`src/pwm_port_pkg.sv`:
```
`default_nettype none

package pwm_port_pkg;

  // ***************************************
  // register indices, byte address is four times the index
  // ***************************************
  localparam logic [7:0] IDX_ENABLE_POL = 8'h40;
  localparam logic [7:0] IDX_SCALE0     = 8'h44;
  localparam logic [7:0] IDX_SCALE_CNT0 = 8'h45;
  localparam logic [7:0] IDX_SCALE1     = 8'h46;
  localparam logic [7:0] IDX_SCALE_CNT1 = 8'h47;
  localparam logic [7:0] IDX_COUNTER0   = 8'h48;
  localparam logic [7:0] IDX_PERIOD0    = 8'h4c;
  localparam logic [7:0] IDX_DUTY0      = 8'h50;
  localparam logic [7:0] IDX_CONTROL    = 8'h54;
  localparam logic [7:0] IDX_SPECIAL    = 8'h55;
  localparam logic [7:0] IDX_PORT_DATA  = 8'h56;
  localparam logic [7:0] IDX_PORT_DIR   = 8'h57;

  // ***************************************
  // field positions
  // ***************************************
  localparam int CTL_HALT_DEBUG   = 0;
  localparam int CTL_PULLUP       = 1;
  localparam int CTL_REDUCED      = 2;
  localparam int CTL_CENTER       = 3;
  localparam int TST_NO_CNT_CLEAR = 2;  // bit 7 of the test register
  localparam int TST_NO_RESTART   = 1;  // bit 6
  localparam int TST_NO_RELOAD    = 0;  // bit 5
  localparam int TST_LSB          = 5;
  localparam int NUM_CHANNELS     = 4;

  // ***************************************
  // values after reset, and the full duty value
  // ***************************************
  localparam logic [7:0] RST_PERIOD = 8'hff;
  localparam logic [7:0] RST_DUTY   = 8'hff;
  localparam logic [7:0] RST_ZERO   = 8'h00;
  localparam logic [7:0] DUTY_FULL  = 8'hff;

endpackage

`default_nettype wire

```
`src/pwm_chan_if.sv`:
```
`default_nettype none

// one channel's controls and results between port control and channel
interface pwm_chan_if;
  logic       ce;
  logic       tick;
  logic       en;
  logic       center;
  logic       pol;
  logic       no_restart;
  logic       cnt_wr;
  logic       cnt_clr;
  logic [7:0] per_val;
  logic [7:0] dty_val;
  logic [7:0] cnt;
  logic       pwm;
  modport ctrl (output ce, tick, en, center, pol, no_restart, cnt_wr, cnt_clr,
                output per_val, dty_val, input cnt, pwm);
  modport chan (input ce, tick, en, center, pol, no_restart, cnt_wr, cnt_clr,
                input per_val, dty_val, output cnt, pwm);
endinterface

`default_nettype wire

```
`src/pwm_channel.sv`:
```
`default_nettype none

module pwm_channel
  import pwm_port_pkg::*;
(
  // clock and reset
  input  wire logic clk_i,
  input  wire logic rst_n_i,
  // control side
  pwm_chan_if.chan  cif
);

  import pwm_port_pkg::*;

  typedef struct packed {
    logic [7:0] cnt;
    logic [7:0] per_a;
    logic [7:0] dty_a;
    logic       down;
    logic       pwm;
  } chan_state_type;

  chan_state_type s_q;
  chan_state_type s_d;

  // ***************************************
  // counting and output level
  // ***************************************
  always_comb
  begin
    s_d = s_q;
    if (cif.cnt_wr)
    begin
      if (cif.cnt_clr)
      begin
        s_d.cnt   = RST_ZERO;
        s_d.down  = 1'b0;
        s_d.per_a = cif.per_val;
        s_d.dty_a = cif.dty_val;
      end
    end
    else if (!cif.en)
    begin
      // a disabled channel takes new values at once
      s_d.per_a = cif.per_val;
      s_d.dty_a = cif.dty_val;
    end
    else if (cif.tick)
    begin
      if (!cif.center)
      begin
        if (s_q.cnt == s_q.per_a && !cif.no_restart)
        begin
          s_d.cnt   = RST_ZERO;
          s_d.per_a = cif.per_val;
          s_d.dty_a = cif.dty_val;
        end
        else
          s_d.cnt = s_q.cnt + 8'h01;
      end
      else if (s_q.per_a == RST_ZERO)
        s_d.cnt = RST_ZERO;
      else if (!s_q.down)
      begin
        // turn at the period match
        if (s_q.cnt >= s_q.per_a)
        begin
          s_d.down = 1'b1;
          s_d.cnt  = s_q.cnt - 8'h01;
        end
        else
          s_d.cnt = s_q.cnt + 8'h01;
      end
      else if (s_q.cnt == RST_ZERO)
      begin
        s_d.down  = 1'b0;
        s_d.cnt   = 8'h01;
        s_d.per_a = cif.per_val;
        s_d.dty_a = cif.dty_val;
      end
      else
        s_d.cnt = s_q.cnt - 8'h01;
    end
    // boundary cases first, then the normal compare
    if (s_q.per_a == RST_ZERO)
      s_d.pwm = cif.pol;
    else if (!cif.center && s_q.dty_a == DUTY_FULL)
      s_d.pwm = !cif.pol;
    else if (cif.center && s_q.dty_a == RST_ZERO)
      s_d.pwm = !cif.pol;
    else if (s_q.dty_a >= s_q.per_a)
      s_d.pwm = cif.pol;
    else if (!cif.center)
      s_d.pwm = (s_q.cnt <= s_q.dty_a) ? cif.pol : !cif.pol;
    else
      // match going up ends the pulse, match going down starts it: duty over period
      s_d.pwm = (s_q.down ? s_q.cnt <= s_q.dty_a : s_q.cnt < s_q.dty_a) ? cif.pol : !cif.pol;
  end

  always_ff @(posedge clk_i or negedge rst_n_i)
  begin
    if (!rst_n_i)
      s_q <= '{cnt: RST_ZERO, per_a: RST_PERIOD, dty_a: RST_DUTY, down: 1'b0, pwm: 1'b0};
    else if (cif.ce)
      s_q <= s_d;
  end

  assign cif.cnt = s_q.cnt;
  assign cif.pwm = s_q.pwm;
endmodule

`default_nettype wire

```
`src/pwm_port_ctrl.sv`:
```
// The implementer's own choice: register access over Wishbone.
`default_nettype none

module pwm_port_ctrl
  import pwm_port_pkg::*;
(
  // clock, reset, enable
  input  wire logic        clk_i,
  input  wire logic        rst_n_i,
  input  wire logic        ce_i,
  // wishbone slave
  input  wire logic [9:0]  adr_i,
  input  wire logic [31:0] dat_i,
  input  wire logic [3:0]  sel_i,
  input  wire logic        we_i,
  input  wire logic        cyc_i,
  input  wire logic        stb_i,
  output logic      [31:0] dat_o,
  output logic             ack_o,
  // device mode
  input  wire logic        special_mode_n_i,
  input  wire logic        debug_mode_i,
  // port pins
  input  wire logic [7:0]  port_pin_i,
  output logic      [7:0]  port_out_o,
  output logic      [7:0]  port_oe_n_o,
  output logic             port_pullup_en_o,
  output logic             port_reduced_drive_o
);

  import pwm_port_pkg::*;

  typedef struct packed {
    logic            ack;
    logic [7:0]      rdat;
    logic [2:0]      test;
    logic [3:0]      ctl;
    logic [3:0]      en;
    logic [3:0]      pol;
    logic [7:0]      scal0;
    logic [7:0]      scal1;
    logic [7:0]      scnt0;
    logic [7:0]      scnt1;
    logic [3:0][7:0] per;
    logic [3:0][7:0] dty;
    logic [7:0]      dat;
    logic [7:0]      dir;
    logic [3:0]      cwr;
    logic [3:0]      tick;
    logic [7:0]      pout;
    logic [7:0]      poe_n;
    logic [7:0]      pin_s1;
    logic [7:0]      pin_s2;
  } top_state_type;

  top_state_type s_q;
  top_state_type s_d;

  logic       acc;
  logic       wr;
  logic [7:0] idx;
  logic [7:0] wbyte;
  logic       run;
  logic       load0;
  logic       load1;
  logic [3:0] ch_pwm;
  logic [3:0][7:0] ch_cnt;
  logic [7:0] en8;
  logic [7:0] pin_rd;

  pwm_chan_if ch_if [NUM_CHANNELS] ();

  // ***************************************
  // bus decode
  // ***************************************
  // one request per ack; ack drops in the cycle after it was given
  assign acc   = cyc_i && stb_i && !s_q.ack;
  assign wr    = acc && we_i && sel_i[0];
  assign idx   = adr_i[9:2];
  assign wbyte = dat_i[7:0];
  // channel clock stops in debug when asked to
  assign run   = !(s_q.ctl[CTL_HALT_DEBUG] && debug_mode_i);
  assign load0 = wr && idx == IDX_SCALE0 && !s_q.test[TST_NO_RELOAD];
  assign load1 = wr && idx == IDX_SCALE1 && !s_q.test[TST_NO_RELOAD];
  assign en8   = {4'h0, s_q.en};
  // inputs show the pin, outputs the latch
  assign pin_rd = (s_q.dir & s_q.dat) | (~s_q.dir & s_q.pin_s2);

  // ***************************************
  // next state
  // ***************************************
  always_comb
  begin
    s_d        = s_q;
    s_d.ack    = acc;
    s_d.cwr    = 4'h0;
    s_d.pin_s1 = port_pin_i;
    s_d.pin_s2 = s_q.pin_s1;

    // scale down-counters, reload on reaching zero
    s_d.tick = 4'h0;
    if (run)
    begin
      if (s_q.scnt0 == RST_ZERO)
      begin
        s_d.scnt0 = s_q.scal0;
        s_d.tick[1:0] = 2'b11;
      end
      else
        s_d.scnt0 = s_q.scnt0 - 8'h01;
      if (s_q.scnt1 == RST_ZERO)
      begin
        s_d.scnt1 = s_q.scal1;
        s_d.tick[3:2] = 2'b11;
      end
      else
        s_d.scnt1 = s_q.scnt1 - 8'h01;
    end

    // register writes
    if (wr)
    begin
      case (idx)
        IDX_ENABLE_POL:
        begin
          s_d.en  = wbyte[3:0];
          s_d.pol = wbyte[7:4];
        end
        IDX_SCALE0:
        begin
          s_d.scal0 = wbyte;
          if (load0)
            s_d.scnt0 = wbyte;
        end
        IDX_SCALE1:
        begin
          s_d.scal1 = wbyte;
          if (load1)
            s_d.scnt1 = wbyte;
        end
        IDX_CONTROL:    s_d.ctl = wbyte[3:0];
        IDX_SPECIAL:
        begin
          // low five bits are not stored
          if (!special_mode_n_i)
            s_d.test = wbyte[7:TST_LSB];
        end
        IDX_PORT_DATA:  s_d.dat = wbyte;
        IDX_PORT_DIR:   s_d.dir = wbyte;
        default:
        begin
          // channel counters, periods and duties sit in blocks of four
          if (idx[7:2] == IDX_COUNTER0[7:2])
            s_d.cwr[idx[1:0]] = 1'b1;
          else if (idx[7:2] == IDX_PERIOD0[7:2])
            s_d.per[idx[1:0]] = wbyte;
          else if (idx[7:2] == IDX_DUTY0[7:2])
            s_d.dty[idx[1:0]] = wbyte;
        end
      endcase
    end

    // test bits exist only in special mode
    if (special_mode_n_i)
      s_d.test = 3'h0;

    // read data, unmapped reads answer zero
    if (acc)
    begin
      case (idx)
        IDX_ENABLE_POL: s_d.rdat = {s_q.pol, s_q.en};
        IDX_SCALE0:     s_d.rdat = s_q.scal0;
        IDX_SCALE_CNT0: s_d.rdat = s_q.scnt0;
        IDX_SCALE1:     s_d.rdat = s_q.scal1;
        IDX_SCALE_CNT1: s_d.rdat = s_q.scnt1;
        IDX_CONTROL:    s_d.rdat = {4'h0, s_q.ctl};
        IDX_SPECIAL:    s_d.rdat = {s_q.test, 5'h00};
        IDX_PORT_DATA:  s_d.rdat = pin_rd;
        IDX_PORT_DIR:   s_d.rdat = s_q.dir;
        default:
        begin
          if (idx[7:2] == IDX_COUNTER0[7:2])
            s_d.rdat = ch_cnt[idx[1:0]];
          else if (idx[7:2] == IDX_PERIOD0[7:2])
            s_d.rdat = s_q.per[idx[1:0]];
          else if (idx[7:2] == IDX_DUTY0[7:2])
            s_d.rdat = s_q.dty[idx[1:0]];
          else
            s_d.rdat = RST_ZERO;
        end
      endcase
    end

    // pin drive: enabled channels take pins 3..0 over the port latch
    s_d.pout  = (en8 & {4'h0, ch_pwm}) | (~en8 & s_q.dat);
    s_d.poe_n = ~(en8 | s_q.dir);
  end

  // ***************************************
  // state register
  // ***************************************
  // pins come up as inputs with no drive
  always_ff @(posedge clk_i or negedge rst_n_i)
  begin
    if (!rst_n_i)
      s_q <= '{ack: 1'b0, rdat: RST_ZERO, test: 3'h0, ctl: 4'h0, en: 4'h0, pol: 4'h0,
               scal0: RST_ZERO, scal1: RST_ZERO, scnt0: RST_ZERO, scnt1: RST_ZERO,
               per: {4{RST_PERIOD}}, dty: {4{RST_DUTY}}, dat: RST_ZERO, dir: RST_ZERO,
               cwr: 4'h0, tick: 4'h0, pout: RST_ZERO, poe_n: 8'hff,
               pin_s1: RST_ZERO, pin_s2: RST_ZERO};
    else if (ce_i)
      s_q <= s_d;
  end

  // ***************************************
  // channels
  // ***************************************
  for (genvar g = 0; g < NUM_CHANNELS; g++)
  begin : g_chan
    assign ch_if[g].ce         = ce_i;
    assign ch_if[g].tick       = s_q.tick[g];
    assign ch_if[g].en         = s_q.en[g];
    assign ch_if[g].center     = s_q.ctl[CTL_CENTER];
    assign ch_if[g].pol        = s_q.pol[g];
    assign ch_if[g].no_restart = s_q.test[TST_NO_RESTART];
    assign ch_if[g].cnt_wr     = s_q.cwr[g];
    assign ch_if[g].cnt_clr    = !s_q.test[TST_NO_CNT_CLEAR];
    assign ch_if[g].per_val    = s_q.per[g];
    assign ch_if[g].dty_val    = s_q.dty[g];
    assign ch_pwm[g]           = ch_if[g].pwm;
    assign ch_cnt[g]           = ch_if[g].cnt;
    pwm_channel u_chan (
      .clk_i   (clk_i),
      .rst_n_i (rst_n_i),
      .cif     (ch_if[g])
    );
  end

  // ***************************************
  // outputs, all from flip-flops
  // ***************************************
  assign dat_o                = {24'h000000, s_q.rdat};
  assign ack_o                = s_q.ack;
  assign port_out_o           = s_q.pout;
  assign port_oe_n_o          = s_q.poe_n;
  assign port_pullup_en_o     = s_q.ctl[CTL_PULLUP];
  assign port_reduced_drive_o = s_q.ctl[CTL_REDUCED];
endmodule

`default_nettype wire

```
`config.mk`:
```
export PLATFORM = sky130hd
export DESIGN_NAME = pwm_port_ctrl
export DESIGN_NICKNAME = d
export VERILOG_FILES = /design/src/pwm_port_pkg.sv /design/src/pwm_chan_if.sv /design/src/pwm_channel.sv /design/src/pwm_port_ctrl.sv
export SDC_FILE = /design/constraint.sdc
export NUM_CORES = 1
export LEC_CHECK = 0
export BUFFER_PORTS_ARGS = -buffer_cell sky130_fd_sc_hd__buf_2
export CORE_AREA = 2 2 173 175
export DETAILED_ROUTE_END_ITERATION = 16
export DIE_AREA = 0 0 175 177
export GPL_TIMING_DRIVEN = 1
export PLACE_DENSITY = 0.89
export SYNTH_ARGS = -nofsm -noshare
export SYNTH_HDL_FRONTEND = slang
export SYNTH_SLANG_ARGS = --single-unit
```
`constraint.sdc`:
```
create_clock -name clk_i -period 3.2 [get_ports clk_i]
set_input_delay 0.32 -clock clk_i [delete_from_list [all_inputs] [get_ports clk_i]]
set_output_delay 0.32 -clock clk_i [all_outputs]
set_load 0.02 [all_outputs]
```
[Word-level counts from Yosys, hierarchy flattened]
Index checks and enable logic that the tools add are counted.
Storage, ports and cells
  memories kept: 0
  latch bits: 0
  input bits: 62
  bits in writable memories: 0
  register bits: 280
  bits in read-only memories: 0
  output and inout bits: 51
  word-level logic and storage cells: 367
Cells by class
  shifts and indexed selects: 0
  magnitude comparators: 18
  multiplexer cells: 151
  div/mod/pow operators: 0
  equal/unequal tests: 48
  reduce and logical (&&, ||, !) cells: 81
  multiply operators: 0
  add/subtract/negate cells: 10
  bitwise logic cells: 13
Operators by type and width (count)
  two-way mux 8 bit: 42
  two-way mux 25 bit: 12
  two-way mux 16 bit: 13
  two-way mux 17 bit: 8
  two-way mux 131 bit: 1
  two-way mux 64 bit: 2
  zero test 8 bit: 14
  two-way mux 24 bit: 4
  two-way mux 32 bit: 3
  == test 8 x 7 -> 1 bit, second input constant: 9
  one-hot mux 8 bit (9 select lines): 1
  bitwise mux 32 bit: 2
  >= comparator 8 bit: 8
  two-way mux 1 bit: 49
  binary-select mux 8 bit (select 2 bit): 3
  subtractor 8 x 1 -> 8 bit, second input constant: 6
  adder 8 x 1 -> 8 bit, second input constant: 4
  == test 8 bit: 4
  == test 8 bit, second input constant: 4
  <= comparator 8 bit: 4
  less-than comparator 8 bit: 4
  inequality test 4 x 3 -> 1 bit, second input constant: 8
  AND reduction 6 bit: 5
  AND reduction 7 bit: 4
  27 further kinds: 107

[Longest topological paths before layout]
Gate-level depths: netlist (run 1).
  depth after elaboration: 11
  gate-level depth with buffers: 11
  mapped depth without buffers: 9

[Modules after synthesis]
Synthesis (run 1) repeated with hierarchy kept, for this count alone.
Second synthesis, totals
  cells, all modules: 2086
  area total of the unflattened synthesis: 19930.4 um^2
By module, submodules not included
  pwm_port_ctrl: area an instance 9312.7 um^2, instances 1, cells an instance 797, seq. area each 4444.3 um^2
  pwm_channel at g_chan[0].u_chan ...: area an instance 2621.3 um^2, instances 3, cells an instance 316, seq. area each 670.6 um^2
  pwm_channel at g_chan[3].u_chan: area an instance 2753.9 um^2, instances 1, cells an instance 341, seq. area each 670.6 um^2

[Least setup slack after synthesis (run 1)]
No wires, ideal clock.
  kind: register to register
  start point: register g_chan[0].u_chan.s_q[15] in the netlist's numbering
  end point: register g_chan[0].u_chan.s_q, in the netlist g_chan[0].u_chan.cif.cnt[7]
  buffers on the path: 0
  stages on the path, launching flop included: 10
  data arrival time: 2431 ps
  slack: 668 ps
  path through: dfstp_2 -> inv_1 -> ha_1 -> and4_1 -> and3_1 -> nand4b_1 -> or2_2 -> o22ai_1 -> a21oi_1 -> o32ai_1
Between the ends
  longest elaborated chain between the ends: 8
  elaborated cells between the ends (all ways): 12
Ends and longest elaborated chain
  start, declared: line pwm_channel.sv:23  | chan_state_type s_q;
  start signal, assigned: line pwm_channel.sv:103  | s_q <= '{cnt: RST_ZERO, per_a: RST_PERIOD, dty_a: RST_DUTY, down: 1'b0, pwm: 1'b0};
  >= comparator 8 bit: line pwm_channel.sv:66  | if (s_q.cnt >= s_q.per_a)
  two-way mux 8 bit: line pwm_channel.sv:66
  two-way mux 8 bit: line pwm_channel.sv:63  | else if (!s_q.down)
  two-way mux 8 bit: line pwm_channel.sv:61  | else if (s_q.per_a == RST_ZERO)
  two-way mux 24 bit (*): line pwm_channel.sv:50  | if (!cif.center)
  two-way mux 25 bit (*): line pwm_channel.sv:48  | else if (cif.tick)
  two-way mux 8 bit (*): line pwm_channel.sv:42  | else if (!cif.en)
  two-way mux 25 bit (*): line pwm_channel.sv:32  | if (cif.cnt_wr)
Mark *: on every way between the ends. The rest lies on a longest branch, timed or not. The select of a mux whose other input is x is not followed.
A chain may end at the register's enable or synchronous reset.

[Final worst setup path (run 1)]
  start point: register g_chan[1].u_chan.s_q, in the netlist g_chan[1].u_chan.cif.cnt[0]
  end point: register g_chan[1].u_chan.s_q, in the netlist g_chan[1].u_chan.cif.cnt[7]
Between the ends
  longest elaborated chain between the ends: 8
  elaborated cells between the ends (all ways): 15
Ends and longest elaborated chain (line)
  start, declared: pwm_channel.sv:23
  start signal, assigned: pwm_channel.sv:103
  adder 8 x 1 -> 8 bit (tied with other cells): pwm_channel.sv:59, pwm_channel.sv:72
  two-way mux 8 bit, on equally long branches: pwm_channel.sv:66, pwm_channel.sv:74
  two-way mux 8 bit: pwm_channel.sv:63
  two-way mux 8 bit: pwm_channel.sv:61
  two-way mux 24 bit (*): pwm_channel.sv:50
  two-way mux 25 bit (*): pwm_channel.sv:48
  two-way mux 8 bit (*): pwm_channel.sv:42
  two-way mux 25 bit (*): pwm_channel.sv:32
Marked as above.

==> results_dict.tcl, run 1 <==
set metrics [dict create \
    yosysSeqAreaShare_pct 40.5 \
    synthToLayoutAreaGrowth_pct 9.20 \
    yosysTopAreaCell "dfstp_2" \
    syn_inst 1805 \
    placed_cell_area_um2 18200 \
    critPathLaunchType "register" \
    p_comb_share_pct 10.7 \
    slowest_stage "dfrtp_1" \
    grt_busiest_layer "met2" \
    die_w_um 175 \
    rsz0062_at_grt "false" \
    min_path_type "in2reg" \
    clock_latency_ps 580 \
    cp_max_fo 8 \
    chipHeight_um 177 \
    slew_violations 0 \
    ir_worst_vdd_uv 422 \
    path_delay_family "compound AO/OA/AOI/OAI gates" \
    seqCellArea_um2 7130 \
    synth_commonest_cells "221 x nand2_1, 142 x dfrtp_1, 142 x o21ai_0" \
    synth_edf_count 0 \
    grt_overflow_total 0 \
    max_slew.worst_pin.slew_ps 840 \
    fp.coreArea_um2 29200 \
    fin_tns_setup_ps 0 \
    crit_arrival_ps 3220 \
    layout-drive-gt1-share_pct 26.3 \
    fmax_ghz 0.365 \
    dp.cells 2192 \
    cts_tree "done" \
    crit_top_cell "o21ai_0" \
    met2_usage_pct 55.4 \
    finalPower_mw 8.10 \
    intPower_mw 5.88 \
    setup_viol 0 \
    grt_use_total_pct 34.4 \
    io_buffers 59 \
    dieArea_um2 31000 \
    ioPinCount 113 \
    yosys-top-cells-area "dfstp_2 20%, dfrtp_1 20%, mux2_2 8.7%, ha_1 7.9%, nand2_1 4.7%" \
    instances_no_fill 2254 \
    start_util_pct 60.2 \
    antenna_left 0 \
    use_met3_pct 8.93 \
    cts-htree-levels 1 \
    clock_skew_ps 16.7 \
    viasPerCell 6.77 \
    synth_area_um2 17600 \
    yosysMostFrequentCell "nand2_1" \
    required_ps 3680 \
    numCtsBuffers 29 \
    post_drt_wl_per_cell_um 23.7 \
    p_sw_mw 2.22 \
    fill_cells 2050 \
    multi_input_area_um2 9430 \
    synth_top_area_share_pct 20.3 \
    syn_avg_cell_area_um2 9.75 \
    synthArstFlopShare_pct 100 \
    hold_viol 0 \
    timing.hold.ws_ps 2.72 \
    finalCriticalPeriod_ps 2740 \
    grt_max_degree 78 \
    cp_cell_sequence "inv_1 -> ha_1 -> nand2b_1 -> a2111oi_0 -> o211ai_1 -> o21ai_0 -> nor3b_1 -> o21ai_0 -> o31ai_1" \
    ys_seq_elements 278 \
    postRouteWirelength_um 53400 \
    dr.pass1.iters 7 \
    drc 0 \
    status "finished, final reports clean" \
    grt_pass1_vias 15300 \
    power_leakage_nw 8.03 \
    grtUsageMet1_pct 41.7 \
    initialDrtViolationCount 2126 \
    slowest_delay_ps 490 \
    synth_cell_types 78 \
    dp_hpwl_um 36800 \
    worstSetupPathType "reg2reg" \
    grt_pass1_wl_um 83700 \
    antenna_found_initial 2 \
    final_cell_area_um2 19200 \
    synth-main-ff-cell "dfrtp_1" \
    timing.final.ws_setup_ps 462 \
    ctsResizeCount 0 \
    clockPowerShare_pct 41.7 \
    maxCapViolations 0 \
    clkSinkCount 278 \
    yosysWarnings 0 \
    p_seq_share_pct 47.6 \
    crit_buf_inv 1 \
    cts_buffer_depth 3 \
    powerDensity_nw_per_um2 421 \
    end_kind "register" \
    route.vias.total 15300 \
    rows 63 \
    nNetsFinal 2014 \
    routabilityCongestion 1.06 \
    fin_util_pct 65.7 \
    place_ws_ps 526 \
    max_slew_margin_pct 43.8 \
    ctsRootBufferMaster "clkbuf_16" \
    final.period_utilization_pct 85.6 \
    clkTransAtPathRegs_ps 60 \
    switching_share_pct 27.4 \
]
area by class of cell:
| type | instances | share of cell area, % |
|---|---|---|
| Inverter | 89 | 1.74 |
| Antenna cell | 1 | 0.0130 |
| Clock inverter | 10 | 0.391 |
| Tap cell | 390 | 2.54 |
| Clock buffer | 43 | 4.53 |
| Multi-Input combinational cell | 1315 | 49.1 |
| Sequential cell | 278 | 37.1 |
| Timing Repair Buffer | 128 | 4.60 |
path summary, 6_finish.rpt:
| kind | from | endpoint | slack (ps) | cells past startpoint |
|---|---|---|---|---|
| max in group asynchronous | rst_n_i | async pin | 2010 | 3 |
| max | g_chan[1].u_chan.cif.cnt[0] | g_chan[1].u_chan.cif.cnt[7] | 460 | 9 |
| min in group asynchronous | rst_n_i | g_chan[1].u_chan.cif.cnt[6] | 320 | 2 |
| min | port_pin_i[0] | s_d[0] | 3 | 2 |
| max reg2reg | g_chan[1].u_chan.cif.cnt[0] | g_chan[1].u_chan.cif.cnt[7] | 460 | 9 |
| min reg2reg | s_q[45] | port_oe_n_o[5] | 480 | 1 |
placed cells by master (no fill, tap or decap), types with 59 or more instances in the layout:
cell	n
nor2_1	87
nand2_1	221
dfrtp_1	141
mux2_2	136
ha_1	111
buf_4	59
inv_1	89
o21ai_0	142
a21oi_1	84
dfstp_2	136
per-layer routing:
metal / share of wire, % / vias to the layer above
li1: - / 6571
met1: 35 / 7372
met2: 47 / 1020
met3: 11 / 295
met4: 6.4 / 2
met5: 0.028 / -
cell families after synthesis:
family / Yosys count / synth area share [%]
compound gates: 414 / 14.8
flops: 278 / 40.5
mux: 188 / 13.7
fa+ha+maj: 111 / 7.89
xor+xnor: 18 / 0.896
buf+inv: 235 / 6.38
other cells: 1 / 0.0213
simple gates: 560 / 15.9
power groups by stage:
stage	Combinational [mW]	Sequential [mW]	Clock, mW
global placement	0.789	3.89	0
detailed placement	0.825	3.90	0
CTS	0.845	3.84	3.37
floorplan	0.593	3.83	0
global route	0.946	3.86	3.52
finish	0.867	3.86	3.37
what timing repair did:
item / 4_1_cts / 5_1_grt
endpoints found under the setup margin: 0 / 0
endpoints found under the hold margin: 53 / 0
hold buffers: 8 / 0
setup buffers: 0 / 0
(Power assumes the default switching activity.)
==> run 2: changes to the inputs <==
--- a/config.mk
+++ b/config.mk
@@ -10,6 +10,7 @@
 export DETAILED_ROUTE_END_ITERATION = 16
 export DIE_AREA = 0 0 175 177
 export GPL_TIMING_DRIVEN = 1
+export MAX_ROUTING_LAYER = met4
 export PLACE_DENSITY = 0.89
 export SYNTH_ARGS = -nofsm -noshare
 export SYNTH_HDL_FRONTEND = slang
==> results_dict.tcl, run 2 (synthesis gave the netlist of run 1 again) <==
set metrics [dict create \
    final_cell_mix "221 x nand2_1, 142 x o21ai_0, 141 x dfrtp_1" \
    grt_use_total_pct 34.3 \
    start_util_pct 60.2 \
    dr.pass1.iters 7 \
    finalPower_mw 8.14 \
    ctsResizeCount 0 \
    drc 0 \
    ir_worst_vdd_uv 401 \
    grt_pass1_wl_um 81100 \
    dieArea_um2 31000 \
    initialDrtViolationCount 1782 \
    clkTransAtPathRegs_ps 60 \
    grt_pass1_vias 14900 \
    cts_tree "done" \
    fin_tns_setup_ps 0 \
    slowest_stage "or4_1" \
    rows 63 \
    io_buffers 59 \
    fill_cells 2119 \
    dp_hpwl_um 37100 \
    power_leakage_nw 8.03 \
    end_kind "register" \
    postRouteWirelength_um 52000 \
    clkSinkCount 278 \
    antenna_left 0 \
    post_drt_wl_per_cell_um 23.0 \
    intPower_mw 5.92 \
    required_ps 3660 \
    setup_viol 0 \
    layout_commonest_cell "nand2_1" \
    p_comb_share_pct 10.7 \
    clockPowerShare_pct 41.9 \
    status "finished, final reports clean" \
    critPathLaunchType "register" \
    max_slew.worst_pin.slew_ps 807 \
    numCtsBuffers 29 \
    crit_arrival_ps 3220 \
    grt_overflow_total 0 \
    cts_buffer_depth 3 \
    r2r-end "s_q[122]" \
    powerDensity_nw_per_um2 423 \
    cp_cell_sequence "inv_1 -> ha_1 -> or4b_4 -> or4_1 -> nor2_1 -> nor3_1 -> a21oi_1 -> o21ai_0 -> mux2_2" \
    setup.worst_path.start "s_q[120]" \
    fmax_ghz 0.362 \
    antenna_found_initial 2 \
    slew_violations 0 \
    final.period_utilization_pct 86.3 \
    grt_max_degree 94 \
    slowest_delay_ps 640 \
    nNetsFinal 2017 \
    p_seq_share_pct 47.4 \
    cts-htree-levels 1 \
    route.vias.total 15100 \
    crit_end "s_q[122]" \
    worstSetupPathType "reg2reg" \
    r2r_slack_ps 440 \
    chipHeight_um 177 \
    r2r-start "s_q[120]" \
    rsz0062_at_grt "false" \
    viasPerCell 6.67 \
    max_slew_margin_pct 46.0 \
    rr_worst_depth 9 \
    finalCriticalPeriod_ps 2760 \
    ctsRootBufferMaster "clkbuf_16" \
    cp_max_fo 11 \
    die_w_um 175 \
    synthToLayoutAreaGrowth_pct 9.35 \
    p_sw_mw 2.22 \
    layout-drive-gt1-share_pct 26.4 \
    routabilityCongestion 1.01 \
    fp.coreArea_um2 29200 \
    timing.hold.ws_ps 22.6 \
    fin_util_pct 65.8 \
    switching_share_pct 27.2 \
    final_cell_area_um2 19200 \
    clock_skew_ps 19.5 \
    maxCapViolations 0 \
    placed_cell_area_um2 18200 \
    min_path_type "in2reg" \
    hold_viol 0 \
    ioPinCount 113 \
    clock_latency_ps 580 \
]
==> run 2: changes by cell type in the layout (fill, tap and decap cells not counted), moves of 2 or more <==
cell	change
clkinvlp_4	+3
clkbuf_8	-2
buf_4	+3
inv_4	-2
==> run 2: worst min-delay path by stage <==
stage / from / endpoint / slack (ps) / cells after the start
after floorplan: rst_n_i / ack_o / 20 / 0
after global placement: rst_n_i / g_chan[1].u_chan.cif.cnt[5] / 400 / 1
after detailed placement: rst_n_i / g_chan[1].u_chan.cif.cnt[3] / 400 / 1
after CTS: special_mode_n_i / ch_if[0].no_restart / 3 / 2
after global routing: special_mode_n_i / ch_if[0].no_restart / 20 / 2
final: special_mode_n_i / ch_if[0].no_restart / 20 / 2
==> run 2: layer usage <==
| layer | up-vias | part of all wire [%] | wire (um) | global-route usage (%) |
|---|---|---|---|---|
| li1 | 6548 | - | - | - |
| met5 | - | 0 | 0 | - |
| met4 | 0 | 5.3 | 2750 | 16.9 |
| met3 | 255 | 10 | 5290 | 6.55 |
| met1 | 7335 | 37 | 19400 | 42.2 |
| met2 | 940 | 47 | 24500 | 54.6 |
==> run 2: final cells by class <==
class	instances	area, um2	area share [%]
antenna	2	5.00	0.0260
clock buffer	42	846	4.40
clock inverter	12	111	0.579
timing repair buffer	131	896	4.66
tap	390	488	2.54
sequential	278	7130	37.0
multi-input combinational	1315	9430	49.0
inverter	89	334	1.74
==> run 2: stage by stage <==
| stage | setup WS, ps | std cells |
|---|---|---|
| 6_report | 439 | 2259 |
| 5_1_grt | 279 | 2259 |
| 4_1_cts | 480 | 2257 |
| 3_5_place_dp | 515 | 2194 |
| 3_3_place_gp | 598 | 2194 |
| 2_1_floorplan | 668 | 1828 |
==> run 2: worst max-delay path, delay by kind of cell (launching register included) <==
family,cells,cell delay (ps)
AND/OR/NAND/NOR,4,1350
flip-flops,1,460
multiplexers,1,290
AO/OA/AOI/OAI,2,270
adder cells (fa/ha/maj),1,170
buffers and inverters,1,100
==> run 2: power by group through the flow <==
stage	sequential (mW)	combinational (mW)	clock, mW
5_1_grt	3.87	0.951	3.56
6_report	3.86	0.869	3.41
2_1_floorplan	3.83	0.593	0
3_5_place_dp	3.90	0.823	0
4_1_cts	3.85	0.851	3.40
3_3_place_gp	3.89	0.791	0
==> run 2: what timing repair did <==
item / CTS / global route
hold buffers: 9 / 0
buffers inserted: 0 / 0
endpoints found under the setup margin: 0 / 0
hold endpoints to repair: 57 / 0
